File: config.mk
export PLATFORM = sky130hd
export DESIGN_NAME = obcrc_decoder
export DESIGN_NICKNAME = d
export VERILOG_FILES = /design/src/common/obcrc_pkg.sv /design/src/common/obcrc_cnt_if.sv /design/src/core/obcrc_stab_counter.sv /design/src/core/obcrc_decoder.sv
export VERILOG_INCLUDE_DIRS = /design/src /design/src/common
export SDC_FILE = /design/constraint.sdc
export NUM_CORES = 1
export LEC_CHECK = 0
export BUFFER_PORTS_ARGS = -buffer_cell sky130_fd_sc_hd__buf_4
export CAP_MARGIN = 15
export CORE_UTILIZATION = 40
export DETAILED_ROUTE_END_ITERATION = 16
export GPL_TIMING_DRIVEN = 0
export SLEW_MARGIN = 20
export SYNTH_ARGS = -nofsm -noshare
export SYNTH_HDL_FRONTEND = slang
export SYNTH_HIERARCHICAL = 1
export SYNTH_SLANG_ARGS = --single-unit
File: constraint.sdc
create_clock -name i_clk -period 4.69 [get_ports i_clk]
set_clock_uncertainty 0.05 [all_clocks]
set_input_delay 0.938 -clock i_clk [delete_from_list [all_inputs] [get_ports i_clk]]
set_output_delay 0.938 -clock i_clk [all_outputs]
set_load 0.03 [all_outputs]
File: src/common/obcrc_regs.svh
// Purpose: constants for the configuration byte decoder
// Assumes: 100 MHz clock, one CPU cycle per clock
// Notes:   bit positions, codes and cycle counts
`ifndef OBCRC_REGS_SVH
`define OBCRC_REGS_SVH
`define OBCRC_BIT_PKG        7
`define OBCRC_BIT_RSTLEN     6
`define OBCRC_SRC_HI         5
`define OBCRC_SRC_LO         4
`define OBCRC_RNG_HI         3
`define OBCRC_RNG_LO         1
`define OBCRC_BIT_DOUBLER_DISABLE     0
`define OBCRC_BYTE_DEFAULT   8'hFF
`define OBCRC_SRC_RESON      2'h0
`define OBCRC_SRC_RSVD       2'h1
`define OBCRC_SRC_RC         2'h2
`define OBCRC_SRC_EXT        2'h3
`define OBCRC_RNG_1_2        3'h0
`define OBCRC_RNG_2_4        3'h1
`define OBCRC_RNG_4_8        3'h2
`define OBCRC_RNG_8_16       3'h3
`define OBCRC_LONG_CYC       13'h1000
`define OBCRC_SHORT_CYC      13'h0100
`define OBCRC_CNT_ZERO       13'h0000
`define OBCRC_CNT_ONE        13'h0001
`endif

File: src/common/obcrc_pkg.sv
// Purpose: types for the configuration byte decoder
// Assumes: nothing
// Notes:   state encoding of the stabilisation sequencer
package obcrc_pkg;
    typedef enum logic [1:0] {
        OBCRC_ST_LATCH = 2'b00,
        OBCRC_ST_WAIT  = 2'b01,
        OBCRC_ST_RUN   = 2'b10
    } obcrc_state_e;
    typedef logic [12:0] obcrc_cnt_t;
endpackage

File: src/common/obcrc_cnt_if.sv
// Purpose: link between sequencer and stabilisation counter
// Assumes: single clock
// Notes:   load starts a count, done pulses at the end
`timescale 1ns/1ps
interface obcrc_cnt_if;
    import obcrc_pkg::*;
    logic       load;
    obcrc_cnt_t length;
    logic       done;
    modport ctl (output load, output length, input done);
    modport cnt (input load, input length, output done);
endinterface

File: src/core/obcrc_stab_counter.sv
// Purpose: counts the stabilisation phase in CPU cycles
// Assumes: one CPU cycle per clock
// Notes:   done pulses exactly length cycles after load
`timescale 1ns/1ps
`include "obcrc_regs.svh"
module obcrc_stab_counter
    import obcrc_pkg::*;
(
    input  wire logic i_clk,         // clock
    input  wire logic i_rstn,        // async reset, active low
    obcrc_cnt_if.cnt  cnt_port       // load and done
);
    obcrc_cnt_t cnt_reg;
    logic       busy_reg;
    logic       done_reg;
    wire        last = busy_reg && (cnt_reg == `OBCRC_CNT_ONE);

    always_ff @(posedge i_clk or negedge i_rstn) begin
        if (!i_rstn) begin
            cnt_reg  <= `OBCRC_CNT_ZERO;
            busy_reg <= 1'b0;
            done_reg <= 1'b0;
        end else if (cnt_port.load) begin
            cnt_reg  <= cnt_port.length;
            busy_reg <= 1'b1;
            done_reg <= 1'b0;
        end else begin
            cnt_reg  <= busy_reg ? cnt_reg - `OBCRC_CNT_ONE : cnt_reg;
            busy_reg <= busy_reg && !last;
            done_reg <= last;
        end
    end
    assign cnt_port.done = done_reg;
endmodule // obcrc_stab_counter

File: src/core/obcrc_decoder.sv
// Behaviour
// - reset phase lasts 4096 cycles when bit six is 0, else 256 cycles.
// - leaving halt uses the same stabilisation length as reset.
// - bits 5:4 pick resonator 00, internal rc 10, external 11; 01 reserved.
// - with a resonator, bits 3:1 set the oscillator current range.
// - with an external source, the range is forced to the 2-4 MHz setting.
// - bit zero clear enables the x2 doubler, set bypasses it.
// - bit seven gives the package variant selection.
// - unbonded pads stay input with pull-up after reset.
// - the byte has no bus address; only the programming port reaches it.
//
// Purpose: decodes the second configuration byte into clock settings
// Assumes: byte input is static storage, outside the clock domain
// Notes:   one CPU cycle per clock; outputs are registered
`timescale 1ns/1ps
`include "obcrc_regs.svh"
module obcrc_decoder
    import obcrc_pkg::*;
(
    input  wire logic       i_clk,            // clock, 100 MHz
    input  wire logic       i_rstn,           // async reset, active low
    input  wire logic [7:0] i_config_byte,    // stored configuration byte
    input  wire logic       i_prog_mode,      // programming mode active
    input  wire logic       i_halt_wake,      // halt exit request pulse
    output logic [7:0]      o_prog_rdata,     // byte readback, prog mode only
    output logic [1:0]      o_clock_source_type, // decoded clock source
    output logic            o_source_reserved,   // reserved source code
    output logic [2:0]      o_oscillator_drive_range, // current range
    output logic            o_doubler_enable,  // x2 pll active
    output logic            o_reset_length_select, // 1 = short phase
    output logic            o_package_select_bit,  // package variant
    output logic            o_pad_pullup_keep, // unbonded pads pulled up
    output logic            o_cpu_run,         // stabilisation complete
    output logic            o_stab_active      // stabilisation running
);
    obcrc_state_e state_reg, state_next;
    logic [7:0]   sync1_reg, sync2_reg;
    logic [7:0]   byte_reg;
    logic         wake1_reg, wake2_reg;
    logic         latched_reg;
    obcrc_cnt_if  cnt_bus ();

    function automatic obcrc_cnt_t stab_len(input logic short_sel);
        stab_len = short_sel ? `OBCRC_SHORT_CYC : `OBCRC_LONG_CYC;
    endfunction

    // two-flop capture of static storage, free running through reset
    // so the latch sees the real byte at the first edge after release
    always_ff @(posedge i_clk) begin
        sync1_reg <= i_config_byte;
        sync2_reg <= sync1_reg;
    end

    // two-flop capture of halt wake
    always_ff @(posedge i_clk or negedge i_rstn) begin
        if (!i_rstn) begin
            wake1_reg <= 1'b0;
            wake2_reg <= 1'b0;
        end else begin
            wake1_reg <= i_halt_wake;
            wake2_reg <= wake1_reg;
        end
    end

    // decode
    wire [1:0] src_w   = byte_reg[`OBCRC_SRC_HI:`OBCRC_SRC_LO];
    wire       ext_w   = (src_w == `OBCRC_SRC_EXT);
    wire [2:0] rng_w   = ext_w ? `OBCRC_RNG_2_4
                       : byte_reg[`OBCRC_RNG_HI:`OBCRC_RNG_LO];
    wire       dbl_w   = !byte_reg[`OBCRC_BIT_DOUBLER_DISABLE];
    wire       short_w = byte_reg[`OBCRC_BIT_RSTLEN];
    wire       wake_w  = wake2_reg;
    wire       start_w = (state_reg == OBCRC_ST_LATCH)
                      || (state_reg == OBCRC_ST_RUN && wake_w && !o_stab_active);

    assign cnt_bus.load   = start_w && (state_reg != OBCRC_ST_LATCH
                                        || latched_reg);
    assign cnt_bus.length = stab_len(short_w);

    always_comb begin
        state_next = state_reg;
        unique case (state_reg)
            OBCRC_ST_LATCH: if (latched_reg) state_next = OBCRC_ST_WAIT;
            OBCRC_ST_WAIT:  if (cnt_bus.done) state_next = OBCRC_ST_RUN;
            OBCRC_ST_RUN:   if (wake_w) state_next = OBCRC_ST_WAIT;
            default:        state_next = OBCRC_ST_LATCH;
        endcase
    end

    // latch once after reset release, then hold until next reset
    always_ff @(posedge i_clk or negedge i_rstn) begin
        if (!i_rstn) begin
            byte_reg    <= `OBCRC_BYTE_DEFAULT;
            latched_reg <= 1'b0;
        end else if (!latched_reg) begin
            byte_reg    <= sync2_reg;
            latched_reg <= 1'b1;
        end
    end

    always_ff @(posedge i_clk or negedge i_rstn) begin
        if (!i_rstn) begin
            state_reg <= OBCRC_ST_LATCH;
            o_stab_active <= 1'b1;
            o_cpu_run <= 1'b0;
        end else begin
            state_reg <= state_next;
            o_stab_active <= (state_next != OBCRC_ST_RUN);
            o_cpu_run <= (state_next == OBCRC_ST_RUN);
        end
    end

    always_ff @(posedge i_clk or negedge i_rstn) begin
        if (!i_rstn) begin
            o_clock_source_type      <= `OBCRC_SRC_RC;
            o_source_reserved        <= 1'b0;
            o_oscillator_drive_range <= `OBCRC_RNG_2_4;
            o_doubler_enable         <= 1'b0;
            o_reset_length_select    <= 1'b0;
            o_package_select_bit     <= 1'b1;
            o_pad_pullup_keep        <= 1'b1;
            o_prog_rdata             <= 8'h00;
        end else begin
            o_clock_source_type      <= src_w;
            o_source_reserved        <= (src_w == `OBCRC_SRC_RSVD);
            o_oscillator_drive_range <= rng_w;
            o_doubler_enable         <= dbl_w;
            o_reset_length_select    <= short_w;
            o_package_select_bit     <= byte_reg[`OBCRC_BIT_PKG];
            o_pad_pullup_keep        <= 1'b1;
            o_prog_rdata <= i_prog_mode ? sync2_reg : 8'h00;
        end
    end

    obcrc_stab_counter u_cnt (
        .i_clk    (i_clk),
        .i_rstn   (i_rstn),
        .cnt_port (cnt_bus.cnt)
    );
endmodule // obcrc_decoder

Word level (Yosys, flattened, before mapping). Index checks and enable logic that the tools add are counted.

Memories kept: 0. Memory bits (writable): 0. ROM bits: 0. Output and inout bits: 20. Bits of input ports: 12. Logic and storage cells: 51. Bits in latches: 0. Register bits: 63.

Reductions and logical operators: 13. Bitwise gates (word level): 0. Div/mod/pow operators: 0. Shifts and indexed selects: 0. Equality and inequality tests: 7. $add $sub $neg: 1. $lt $le $gt $ge: 0. $mul: 0. Muxes and demuxes: 11.

Operator list (number): 13-bit two-way mux (3); 13-bit by 1-bit == test with 1-bit output, second input constant (1); 13-bit by 1-bit subtractor with 13-bit output, second input constant (1); 8-bit two-way mux (1); 2-bit == test, second input constant (3); 2-bit two-way mux (3); 2-bit one-hot mux with 3 select lines (1); 1-bit logical AND (5); 2-bit by 1-bit == test with 1-bit output, second input constant (2); 2-bit nonzero test (2); 1-bit logical NOT (3); 3-bit two-way mux (1); 2-bit logical NOT (1); 1-bit logical OR (2); 1-bit two-way mux (2); 2-bit inequality test, second input constant (1).

Depth between registers and ports, before layout. Gate-level depths: netlist of run 1.

Depth after elaboration: 6. Depth in mapped cells: 7. Mapped depth without buffers: 6.

Cells and area by module. Netlist of run 1, hierarchy kept.

By module, submodules not included: obcrc_decoder (times used 1, area each 1451.4 µm², sequential area each 1136.1 µm², cells each 86); obcrc_stab_counter (times used 1, area each 864.6 µm², sequential area each 375.4 µm², cells each 90).

Worst setup path after synthesis of run 1. Ideal clock, no wire load.

Path type: register to register. Start: register u_cnt.cnt_reg[3]. End: register u_cnt.cnt_reg[8]. Data arrival time: 1.590 ns. Library setup time: 0.125 ns. Slack: 2.926 ns. Buffers on the path: 1. Data required time: 4.515 ns. Stages on the path, launching flop included: 6. Clock period less this slack: 1.764 ns. Path through: dfrtp_1 -> or4_4 -> buf_6 -> nor4_4 -> xor2_1 -> mux2_2.

Longest elaborated chain between the ends: 3.

RTL lines: start, declared (line obcrc_stab_counter.sv:13) `obcrc_cnt_t cnt_reg;`; start signal, assigned (line obcrc_stab_counter.sv:20) `` cnt_reg <= `OBCRC_CNT_ZERO; ``; start signal, assigned (line obcrc_stab_counter.sv:24) `cnt_reg <= cnt_port.length;`; start signal, assigned (line obcrc_stab_counter.sv:28) `` cnt_reg <= busy_reg ? cnt_reg - `OBCRC_CNT_ONE : cnt_reg; ``; 13-bit by 1-bit subtractor with 13-bit output (no line); 13-bit two-way mux (line obcrc_stab_counter.sv:28); 13-bit two-way mux (line obcrc_stab_counter.sv:23) `end else if (cnt_port.load) begin`.

No other way between the ends. The select of a mux whose other input is x is not followed. A chain may end at the register's enable or synchronous reset.

Worst setup path after layout of run 1.
Start: register o_stab_active. End: output port o_stab_active.

RTL lines: start, declared (line obcrc_decoder.sv:34) `output logic o_stab_active`; start signal, assigned (line obcrc_decoder.sv:108) `o_stab_active <= (state_next != OBCRC_ST_RUN);`.

No word-level cell between the ends.

==> results of run 1 <==
[Yosys cell counts (all sizes together)]
library cell  number
a21o               2
a21oi              2
and2              10
and4bb             1
buf                6
clkbuf             1
conb               2
dfrtp             35
dfstp             12
dfxtp             16
ha                 2
inv                6
mux2               9
mux2i              2
nand2             16
nand2b             2
nand3              1
nand3b             1
nand4              1
nor2               7
nor2b              3
nor3               3
nor3b              2
nor4               3
o21a               1
o21ai             12
o2bb2ai            1
or2                1
or3b               1
or4                3
or4b               1
xnor2              9
xor2               2
[per-stage QoR]
stage | worst slack, ns | instances | power [W] | hold WS (ns)
after floorplan | 2.93 | 187 | 0.000928 | 0.260
after global placement | 2.81 | 289 | 0.00101 | 0.261
after detailed placement | 2.78 | 289 | 0.00101 | 0.262
after CTS | 2.67 | 305 | 0.00148 | 0.280
after global routing | 2.59 | 305 | 0.00154 | 0.285
final | 2.69 | 305 | 0.00145 | 0.278
[layer usage]
metal  vias to the layer above  GRT usage  part of all wire
li1                        672          -                 -
met1                       616      0.174              0.47
met2                        30      0.212              0.45
met3                         8     0.0721             0.059
met4                         0     0.0611             0.018
met5                         -          0                 0
[area by class of cell]
type	count	area, um^2	area share
inverter	6	22.5	0.00784
multi-input combinational	111	777	0.270
clock inverter	5	37.5	0.0131
sequential	63	1510	0.526
timing repair buffer	30	225	0.0784
clock buffer	11	163	0.0566
buffer	7	46.3	0.0161
tap	72	90.1	0.0314
[kinds of logic (layout without fill, tap and decap cells)]
group | count (synthesis) | in the layout | share of synthesized area
other | 2 | 13 | 0.00324
muxes | 11 | 11 | 0.0654
AOI/OAI and AO/OA | 18 | 18 | 0.0438
xor gates and xnor gates | 11 | 11 | 0.0416
adders and majority gates | 2 | 2 | 0.0108
DFF | 63 | 63 | 0.653
buffers and inverters | 13 | 59 | 0.0297
and+or+nand+nor | 56 | 56 | 0.153
[power groups by stage]
stage	Clock [W]	Combinational [W]	Sequential [W]
6_report	0.000456	0.000283	0.000712
5_1_grt	0.000496	0.000320	0.000726
4_1_cts	0.000475	0.000288	0.000713
3_5_place_dp	0	0.000287	0.000721
3_3_place_gp	0	0.000283	0.000723
2_1_floorplan	0	0.000198	0.000729
[how the worst max path moves through the flow]
stage / from / end / slack, ns / depth (start not counted)
after CTS: o_package_select_bit$_DFF_PN1_ / o_package_select_bit / 2.67 / 1
after global placement: latched_reg$_DFF_PN0_ / u_cnt/cnt_reg[5]$_DFFE_PN0P_ / 2.81 / 6
after detailed placement: latched_reg$_DFF_PN0_ / u_cnt/cnt_reg[3]$_DFFE_PN0P_ / 2.78 / 6
after floorplan: u_cnt/cnt_reg[3]$_DFFE_PN0P_ / u_cnt/cnt_reg[8]$_DFFE_PN0P_ / 2.93 / 5
after global routing: latched_reg$_DFF_PN0_ / u_cnt/cnt_reg[2]$_DFFE_PN0P_ / 2.59 / 6
final: o_stab_active$_DFF_PN1_ / o_stab_active / 2.69 / 1
[cell usage in the layout, fill, tap and decap left out, drive strengths merged, types with 2 or more instances in the layout]
cell,n
clkinv,3
nor3b,2
a21o,2
nor2b,3
nand2,16
nor4,3
xnor2,9
o21ai,12
dfxtp,16
mux2,9
mux2i,2
clkbuf,12
or4,3
xor2,2
inv,8
ha,2
and2,10
nor2,7
dfrtp,35
conb,13
nand2b,2
nor3,3
dfstp,12
a21oi,2
buf,36
==> impl_metrics.tcl, run 1 <==
set metrics [dict create \
    reg2reg_depth 6 \
    ys_types 44 \
    vias_per_cell 4.35 \
    syn_avg_cell_area_um2 13.2 \
    core_mm2 0.00554 \
    clkSinkCount 63 \
    min-delay-path-class "flip-flop to flip-flop" \
    die_y_um 78.1 \
    cts_tree "done" \
    p_comb_frac 0.195 \
    fin_crit_ns 2.00 \
    final_antenna_net_count 0 \
    rr_endpoint "u_cnt/cnt_reg[12]$_DFFE_PN0P_" \
    min_to "sync2_reg[6]$_DFF_P_" \
    fp.dieW_um 78.1 \
    dieArea_mm2 0.00610 \
    routed_wirelength_um 3670 \
    cp_data_required_time_ns 3.70 \
    rows 27 \
    ys_ff_latch 63 \
    globalRouteOverflowTotal 0 \
    clkTransAtPathRegs_ns 0.07 \
    fillers 508 \
    grt_pass1_wl_um 6240 \
    setup_viol 0 \
    gp_congestion 0.734 \
    r2r_start "state_reg[1]$_DFF_PN0_" \
    largest_register_ffs 13 \
    post_cts_buffers 0 \
    drive_gt1_frac 0.343 \
    worstHoldStart "sync1_reg[6]$_DFF_P_" \
    critPathBufInv 1 \
    slew_headroom 0.617 \
    synthToLayoutAreaGrowth_pct 24.0 \
    htree_levels 3 \
    grt_pass1_vias 1288 \
    hold_violations 0 \
    syn_area_mm2 0.00232 \
    drv_slew 0 \
    placed_cell_area_mm2 0.00267 \
    cp.arrival_ns 1.01 \
    path_delay_family "flip-flops" \
    rsz0062_at_grt "no" \
    hold_buffers 0 \
    yosys-top-cells-area "dfrtp_1 (38%), dfxtp_1 (14%), dfstp_2 (14%)" \
    p_per_area_mw_per_mm2 505 \
    status "finished, final reports clean" \
    numPortBuffers 30 \
    drv_cap 0 \
    clock.fmax_mhz 500 \
    grt_use_total 0.143 \
    fin_tns_setup_ns 0 \
    cts-root-buf "clkbuf_8" \
    yosysSeqAreaShare 0.653 \
    r2r_setup_slack_ns 2.79 \
    p_int_w 0.00101 \
    insertion_delay_ns 0.34 \
    final_area_mm2 0.00287 \
    crit_type "flip-flop to output pin" \
    cts_resized 0 \
    diodes 0 \
    cpPeakStageDelay_ns 0.53 \
    grt_max_degree 48 \
    drtPass1Iterations 4 \
    netlist.area_leader.share 0.378 \
    slowest_stage "dfstp_2" \
    cp_cell_sequence "buf_4" \
    dr_total_vias 1326 \
    synth_area_leader_cell "dfrtp_1" \
    drc_errors 0 \
    yosys_warnings 6 \
    start_kind "flip-flop" \
    hold_path_depth 0 \
    fin_crit_sh 0.427 \
    power.leakage_nw 1.29 \
    peakVddDrop_mv 0.246 \
    drt_iter0_drc 48 \
    endpoint_kind "output pin" \
    switching_share 0.301 \
    p_sw_w 0.000436 \
    dp_hpwl_um 2340 \
    antenna_found_initial 0 \
    numCtsBuffers 9 \
    final_nets 242 \
    worst-path-max-fanout 2 \
    seq_power_share 0.490 \
    clockPowerShare 0.314 \
    floorplan.initialDensity 0.418 \
    syn_inst 176 \
    utilization 0.519 \
    cts_buffer_depth 2 \
    post_drt_wl_per_cell_um 12.0 \
    worst_slew_pin_slew_ns 0.575 \
    io_pins 32 \
]
Note: power is estimated with default switching activity, not from simulation.
==> run 2: changes to the inputs <==
- clock period: 4.69 -> 1.81 ns (I/O delays scaled with it)
==> run 2 against run 1 <==
Utilization up 0.90 points. Global-route usage up 0.050 points. Clock power rose to 2.6 times the previous value. Critical path depth up 3. Flip-flop and latch count unchanged. Via count up 1.4%. Combinational power rose to 2.9 times the previous value. Critical path type is now flip-flop to flip-flop.
==> impl_metrics.tcl, run 2 (synthesis gave the netlist of run 1 again) <==
set metrics [dict create \
    insertion_delay_ns 0.34 \
    path_delay_family "simple AND/OR/NAND/NOR gates" \
    final_antenna_net_count 0 \
    dp_hpwl_um 2340 \
    final_cell_mix "buf_4 (35), dfrtp_1 (35), nand2_1 (16), dfxtp_1 (16), conb_1 (13)" \
    crit_type "flip-flop to flip-flop" \
    diodes 0 \
    rows 27 \
    worst_slew_pin_slew_ns 0.578 \
    setup_viol 0 \
    drtPass1Iterations 4 \
    utilization 0.528 \
    grt_pass1_wl_um 6260 \
    core_mm2 0.00554 \
    cts-root-buf "clkbuf_8" \
    final_nets 246 \
    numPortBuffers 30 \
    synthToLayoutAreaGrowth_pct 26.2 \
    cts_tree "done" \
    gp_congestion 0.734 \
    dieArea_mm2 0.00610 \
    drv_slew 0 \
    rsz0062_at_grt "no" \
    drv_cap 0 \
    cp.arrival_ns 1.90 \
    hold_path_depth 1 \
    grt_pass1_vias 1298 \
    largest_register_ffs 13 \
    worst-path-max-fanout 6 \
    grt_use_total 0.143 \
    critPathLaunch "u_cnt/cnt_reg[3]$_DFFE_PN0P_" \
    numCtsBuffers 9 \
    cpPeakStageDelay_ns 0.61 \
    r2r_start "u_cnt/cnt_reg[3]$_DFFE_PN0P_" \
    endpoint_kind "flip-flop" \
    grt_max_degree 48 \
    drc_errors 0 \
    clkSinkCount 63 \
    slowest_stage "or4_4" \
    vias_per_cell 4.35 \
    routed_wirelength_um 3800 \
    seqCellArea_mm2 0.00151 \
    cp_cell_sequence "or4_4 > nor4_4 > mux2i_1 > nand3_1" \
    dr_total_vias 1344 \
    post_drt_wl_per_cell_um 12.3 \
    start_kind "flip-flop" \
    fp.dieW_um 78.1 \
    worstHoldStart "i_config_byte[1]" \
    fin_crit_sh 0.958 \
    final_area_mm2 0.00292 \
    antenna_found_initial 0 \
    min-delay-path-class "input pin to flip-flop" \
    io_pins 32 \
    placed_cell_area_mm2 0.00267 \
    hold_violations 0 \
    clock.fmax_mhz 577 \
    globalRouteOverflowTotal 0 \
    htree_levels 3 \
    cp_data_required_time_ns 1.98 \
    slew_headroom 0.615 \
    floorplan.initialDensity 0.418 \
    multi_input_area_um2 795 \
    drive_gt1_frac 0.371 \
    fin_crit_ns 1.73 \
    reg2reg_depth 4 \
    fillers 509 \
    die_y_um 78.1 \
    cts_buffer_depth 2 \
    critPathBufInv 0 \
    status "finished, final reports clean" \
    worstSetupPathDepth 4 \
    p_per_area_mw_per_mm2 1310 \
    peakVddDrop_mv 0.643 \
    holdWs_ns 0.0702 \
    drt_iter0_drc 52 \
    finalPower_w 0.00384 \
    clkTransAtPathRegs_ns 0.07 \
    power.leakage_nw 1.33 \
]
## run 2: report_power, final
group	leakage [nW]	switching, W	internal [W]	total (W)
clock	0.105	0.000556	0.000625	0.00118
sequential	0.684	0.000203	0.00164	0.00184
combinational	0.540	0.000408	0.000407	0.000815
## run 2: worst paths after layout
path	end	slack, ns
max	u_cnt/cnt_reg[11]$_DFFE_PN0P_	0.08
min reg2reg	sync2_reg[6]$_DFF_P_	0.28
max reg2reg	u_cnt/cnt_reg[11]$_DFFE_PN0P_	0.08
max in group asynchronous	u_cnt/cnt_reg[9]$_DFFE_PN0P_	0.80
min	sync1_reg[1]$_DFF_P_	0.07
min in group asynchronous	o_source_reserved$_DFF_PN0_	0.52
## run 2: per-stage QoR
step,TNS [ns],instances,setup slack [ns]
3_5_place_dp,-0.768,289,-0.0992
2_1_floorplan,0,187,0.0456
4_1_cts,0,307,0.0300
3_3_place_gp,-0.581,289,-0.0705
6_report,0,309,0.0767
5_1_grt,0,309,0.000325
## run 2: area by class of cell
class,instances,area share
buffer,6,0.0133
clock buffer,11,0.0557
clock inverter,5,0.0128
inverter,6,0.00771
multi-input combinational,111,0.272
sequential,63,0.517
tap,72,0.0308
timing repair buffer,35,0.0908
## run 2: timing repair
action | CTS | global route
gates resized for setup | 3 | 4
hold endpoints to repair | 35 | 0
buffers inserted | 2 | 2
endpoints found under the setup margin | 10 | 10
hold buffers | 1 | 0
pin swaps | 1 | 2
## run 2: routing by layer
metal	vias to the layer above	track usage	part of all wire
met5	-	0	0
met1	629	0.173	0.47
li1	679	-	-
met3	8	0.0721	0.053
met2	28	0.215	0.46
met4	0	0.0611	0.017
## run 2: worst reg2reg max path, delay by kind of cell (launching register included)
| family | cells | cell delay, ns |
|---|---|---|
| DFF | 1 | 0.40 |
| and+or+nand+nor | 3 | 0.95 |
| muxes | 1 | 0.22 |
==> run 3: changes to the inputs <==
- PLACE_DENSITY: default -> 0.59
==> run 3 against run 2 <==
Sequential share of layout area up 0.49 points. Final area down 0.94%. Worst setup slack worse by 0.027 ns. Critical endpoint is now u_cnt/cnt_reg[8]$_DFFE_PN0P_. Final cell count down 0.65%. Via count up 0.30%. First-iteration DRC count up 5.8%. Die area unchanged. Largest cell class unchanged. Critical path type unchanged.
==> impl_metrics.tcl, run 3 (synthesis gave the netlist of run 1 again) <==
set metrics [dict create \
    layout_commonest_cell "dfrtp_1" \
    endpoint_kind "flip-flop" \
    io_pins 32 \
    final_antenna_net_count 0 \
    p_int_w 0.00274 \
    seqCellArea_mm2 0.00151 \
    cp.arrival_ns 1.92 \
    diodes 0 \
    clkTransAtPathRegs_ns 0.07 \
    drv_cap 0 \
    clock.fmax_mhz 568 \
    drive_gt1_frac 0.353 \
    multi_input_area_um2 781 \
    fin_tns_setup_ns 0 \
    reg2reg_depth 4 \
    dr_total_vias 1348 \
    cts_tree "done" \
    switching_share 0.287 \
    routed_wirelength_um 3610 \
    r2r_setup_slack_ns 0.05 \
    crit_type "flip-flop to flip-flop" \
    dieArea_mm2 0.00610 \
    htree_levels 3 \
    p_per_area_mw_per_mm2 1320 \
    power.leakage_nw 1.31 \
    globalRouteOverflowTotal 0 \
    fin_crit_sh 0.973 \
    p_comb_frac 0.202 \
    numCtsBuffers 9 \
    min-delay-path-class "input pin to flip-flop" \
    setup_viol 0 \
    post-place-ws_ns -0.119 \
    insertion_delay_ns 0.33 \
    cp_data_required_time_ns 1.97 \
    fin_crit_ns 1.76 \
    final_cell_mix "dfrtp_1 (35), buf_4 (33), nand2_1 (16), dfxtp_1 (16), conb_1 (13)" \
    post_drt_wl_per_cell_um 11.7 \
    numPortBuffers 30 \
    grt_use_total 0.135 \
    worstHoldStart "i_config_byte[6]" \
    grt_max_degree 48 \
    clkSinkCount 63 \
    drc_errors 0 \
    synthToLayoutAreaGrowth_pct 25.0 \
    seq_power_share 0.480 \
    largest_register_ffs 13 \
    vias_per_cell 4.39 \
    p_sw_w 0.00110 \
    dp_hpwl_um 2340 \
    drv_slew 0 \
    drtPass1Iterations 4 \
    floorplan.initialDensity 0.418 \
    rr_endpoint "u_cnt/cnt_reg[8]$_DFFE_PN0P_" \
    die_y_um 78.1 \
    hold_violations 0 \
    cts-root-buf "clkbuf_8" \
    grt_pass1_vias 1315 \
    rows 27 \
    antenna_found_initial 0 \
    start_kind "flip-flop" \
    slew_headroom 0.606 \
    worst-path-max-fanout 5 \
    grt_pass1_wl_um 6040 \
    fin_ws_ns 0.0496 \
    r2r_start "u_cnt/cnt_reg[3]$_DFFE_PN0P_" \
    gp_congestion 0.691 \
    cts_buffer_depth 2 \
    rsz0062_at_grt "yes" \
    core_mm2 0.00554 \
    fillers 513 \
    hold_path_depth 1 \
    worst_slew_pin_slew_ns 0.591 \
    critPathLaunch "u_cnt/cnt_reg[3]$_DFFE_PN0P_" \
    peakVddDrop_mv 0.635 \
    fp.dieW_um 78.1 \
    status "finished, final reports clean" \
    final_nets 244 \
    min_to "sync1_reg[6]$_DFF_P_" \
    drt_iter0_drc 55 \
    clockPowerShare 0.318 \
]
[run 3: cell types whose count changed in the layout (fill, tap and decap cells not counted), sizes merged]
| cell | delta |
|---|---|
| bufinv | +1 |
| clkinvlp | +1 |
| clkbuf | +2 |
| clkinv | -2 |
| inv | -2 |
| buf | -2 |
[run 3: critical path, cell delays in order, from the launching register on]
cell and delay (ns):
dfrtp_1 0.39, or4_4 0.60, nor4_4 0.24, xor2_1 0.10, mux2_2 0.26
[run 3: per-stage QoR]
| step | instances | util | instance area [um^2] | hold slack (ns) | total power (W) |
|---|---|---|---|---|---|
| floorplan | 187 | - | 2360 | 0.0164 | 0.00240 |
| global placement | 289 | 0.482 | 2670 | 0.260 | 0.00260 |
| detailed placement | 289 | 0.482 | 2670 | 0.262 | 0.00262 |
| CTS | 306 | 0.520 | 2880 | 0.0635 | 0.00386 |
| global route | 307 | 0.523 | 2900 | 0.0556 | 0.00405 |
| finish | 307 | 0.523 | 2900 | 0.0827 | 0.00383 |
[run 3: power by group through the flow]
stage / sequential [W] / combinational [W] / clock (W)
floorplan: 0.00189 / 0.000514 / 0
global placement: 0.00187 / 0.000732 / 0
detailed placement: 0.00188 / 0.000743 / 0
CTS: 0.00184 / 0.000763 / 0.00126
global route: 0.00187 / 0.000865 / 0.00132
finish: 0.00184 / 0.000773 / 0.00122
[run 3: how the worst max path moves through the flow]
stage / end / slack (ns)
6_report: u_cnt/cnt_reg[8]$_DFFE_PN0P_ / 0.05
5_1_grt: u_cnt/cnt_reg[8]$_DFFE_PN0P_ / -0.007
4_1_cts: u_cnt/cnt_reg[8]$_DFFE_PN0P_ / 0.009
3_5_place_dp: u_cnt/cnt_reg[12]$_DFFE_PN0P_ / -0.12
3_3_place_gp: u_cnt/cnt_reg[4]$_DFFE_PN0P_ / -0.09
2_1_floorplan: u_cnt/cnt_reg[8]$_DFFE_PN0P_ / 0.05
[run 3: area by class of cell]
type | instances | share of cell area
Buffer | 6 | 0.0134
Clock buffer | 13 | 0.0549
Clock inverter | 3 | 0.0147
Inverter | 6 | 0.00778
Multi-Input combinational cell | 111 | 0.270
Sequential cell | 63 | 0.522
Tap cell | 72 | 0.0311
Timing Repair Buffer | 33 | 0.0864
[run 3: routing by layer]
layer  GRT usage  wire length [um]
met1       0.166              1720
met2       0.203              1640
met3      0.0558               171
met4      0.0741                73
met5           0                 0
[run 3: timing repair]
item                                    CTS  global route
gates resized for setup                   2             3
buffers inserted                          1             1
pin swaps                                 1             1
hold endpoints to repair                  4             0
endpoints found under the setup margin   10            10
cloned                                    0             0
hold buffers                              1             0
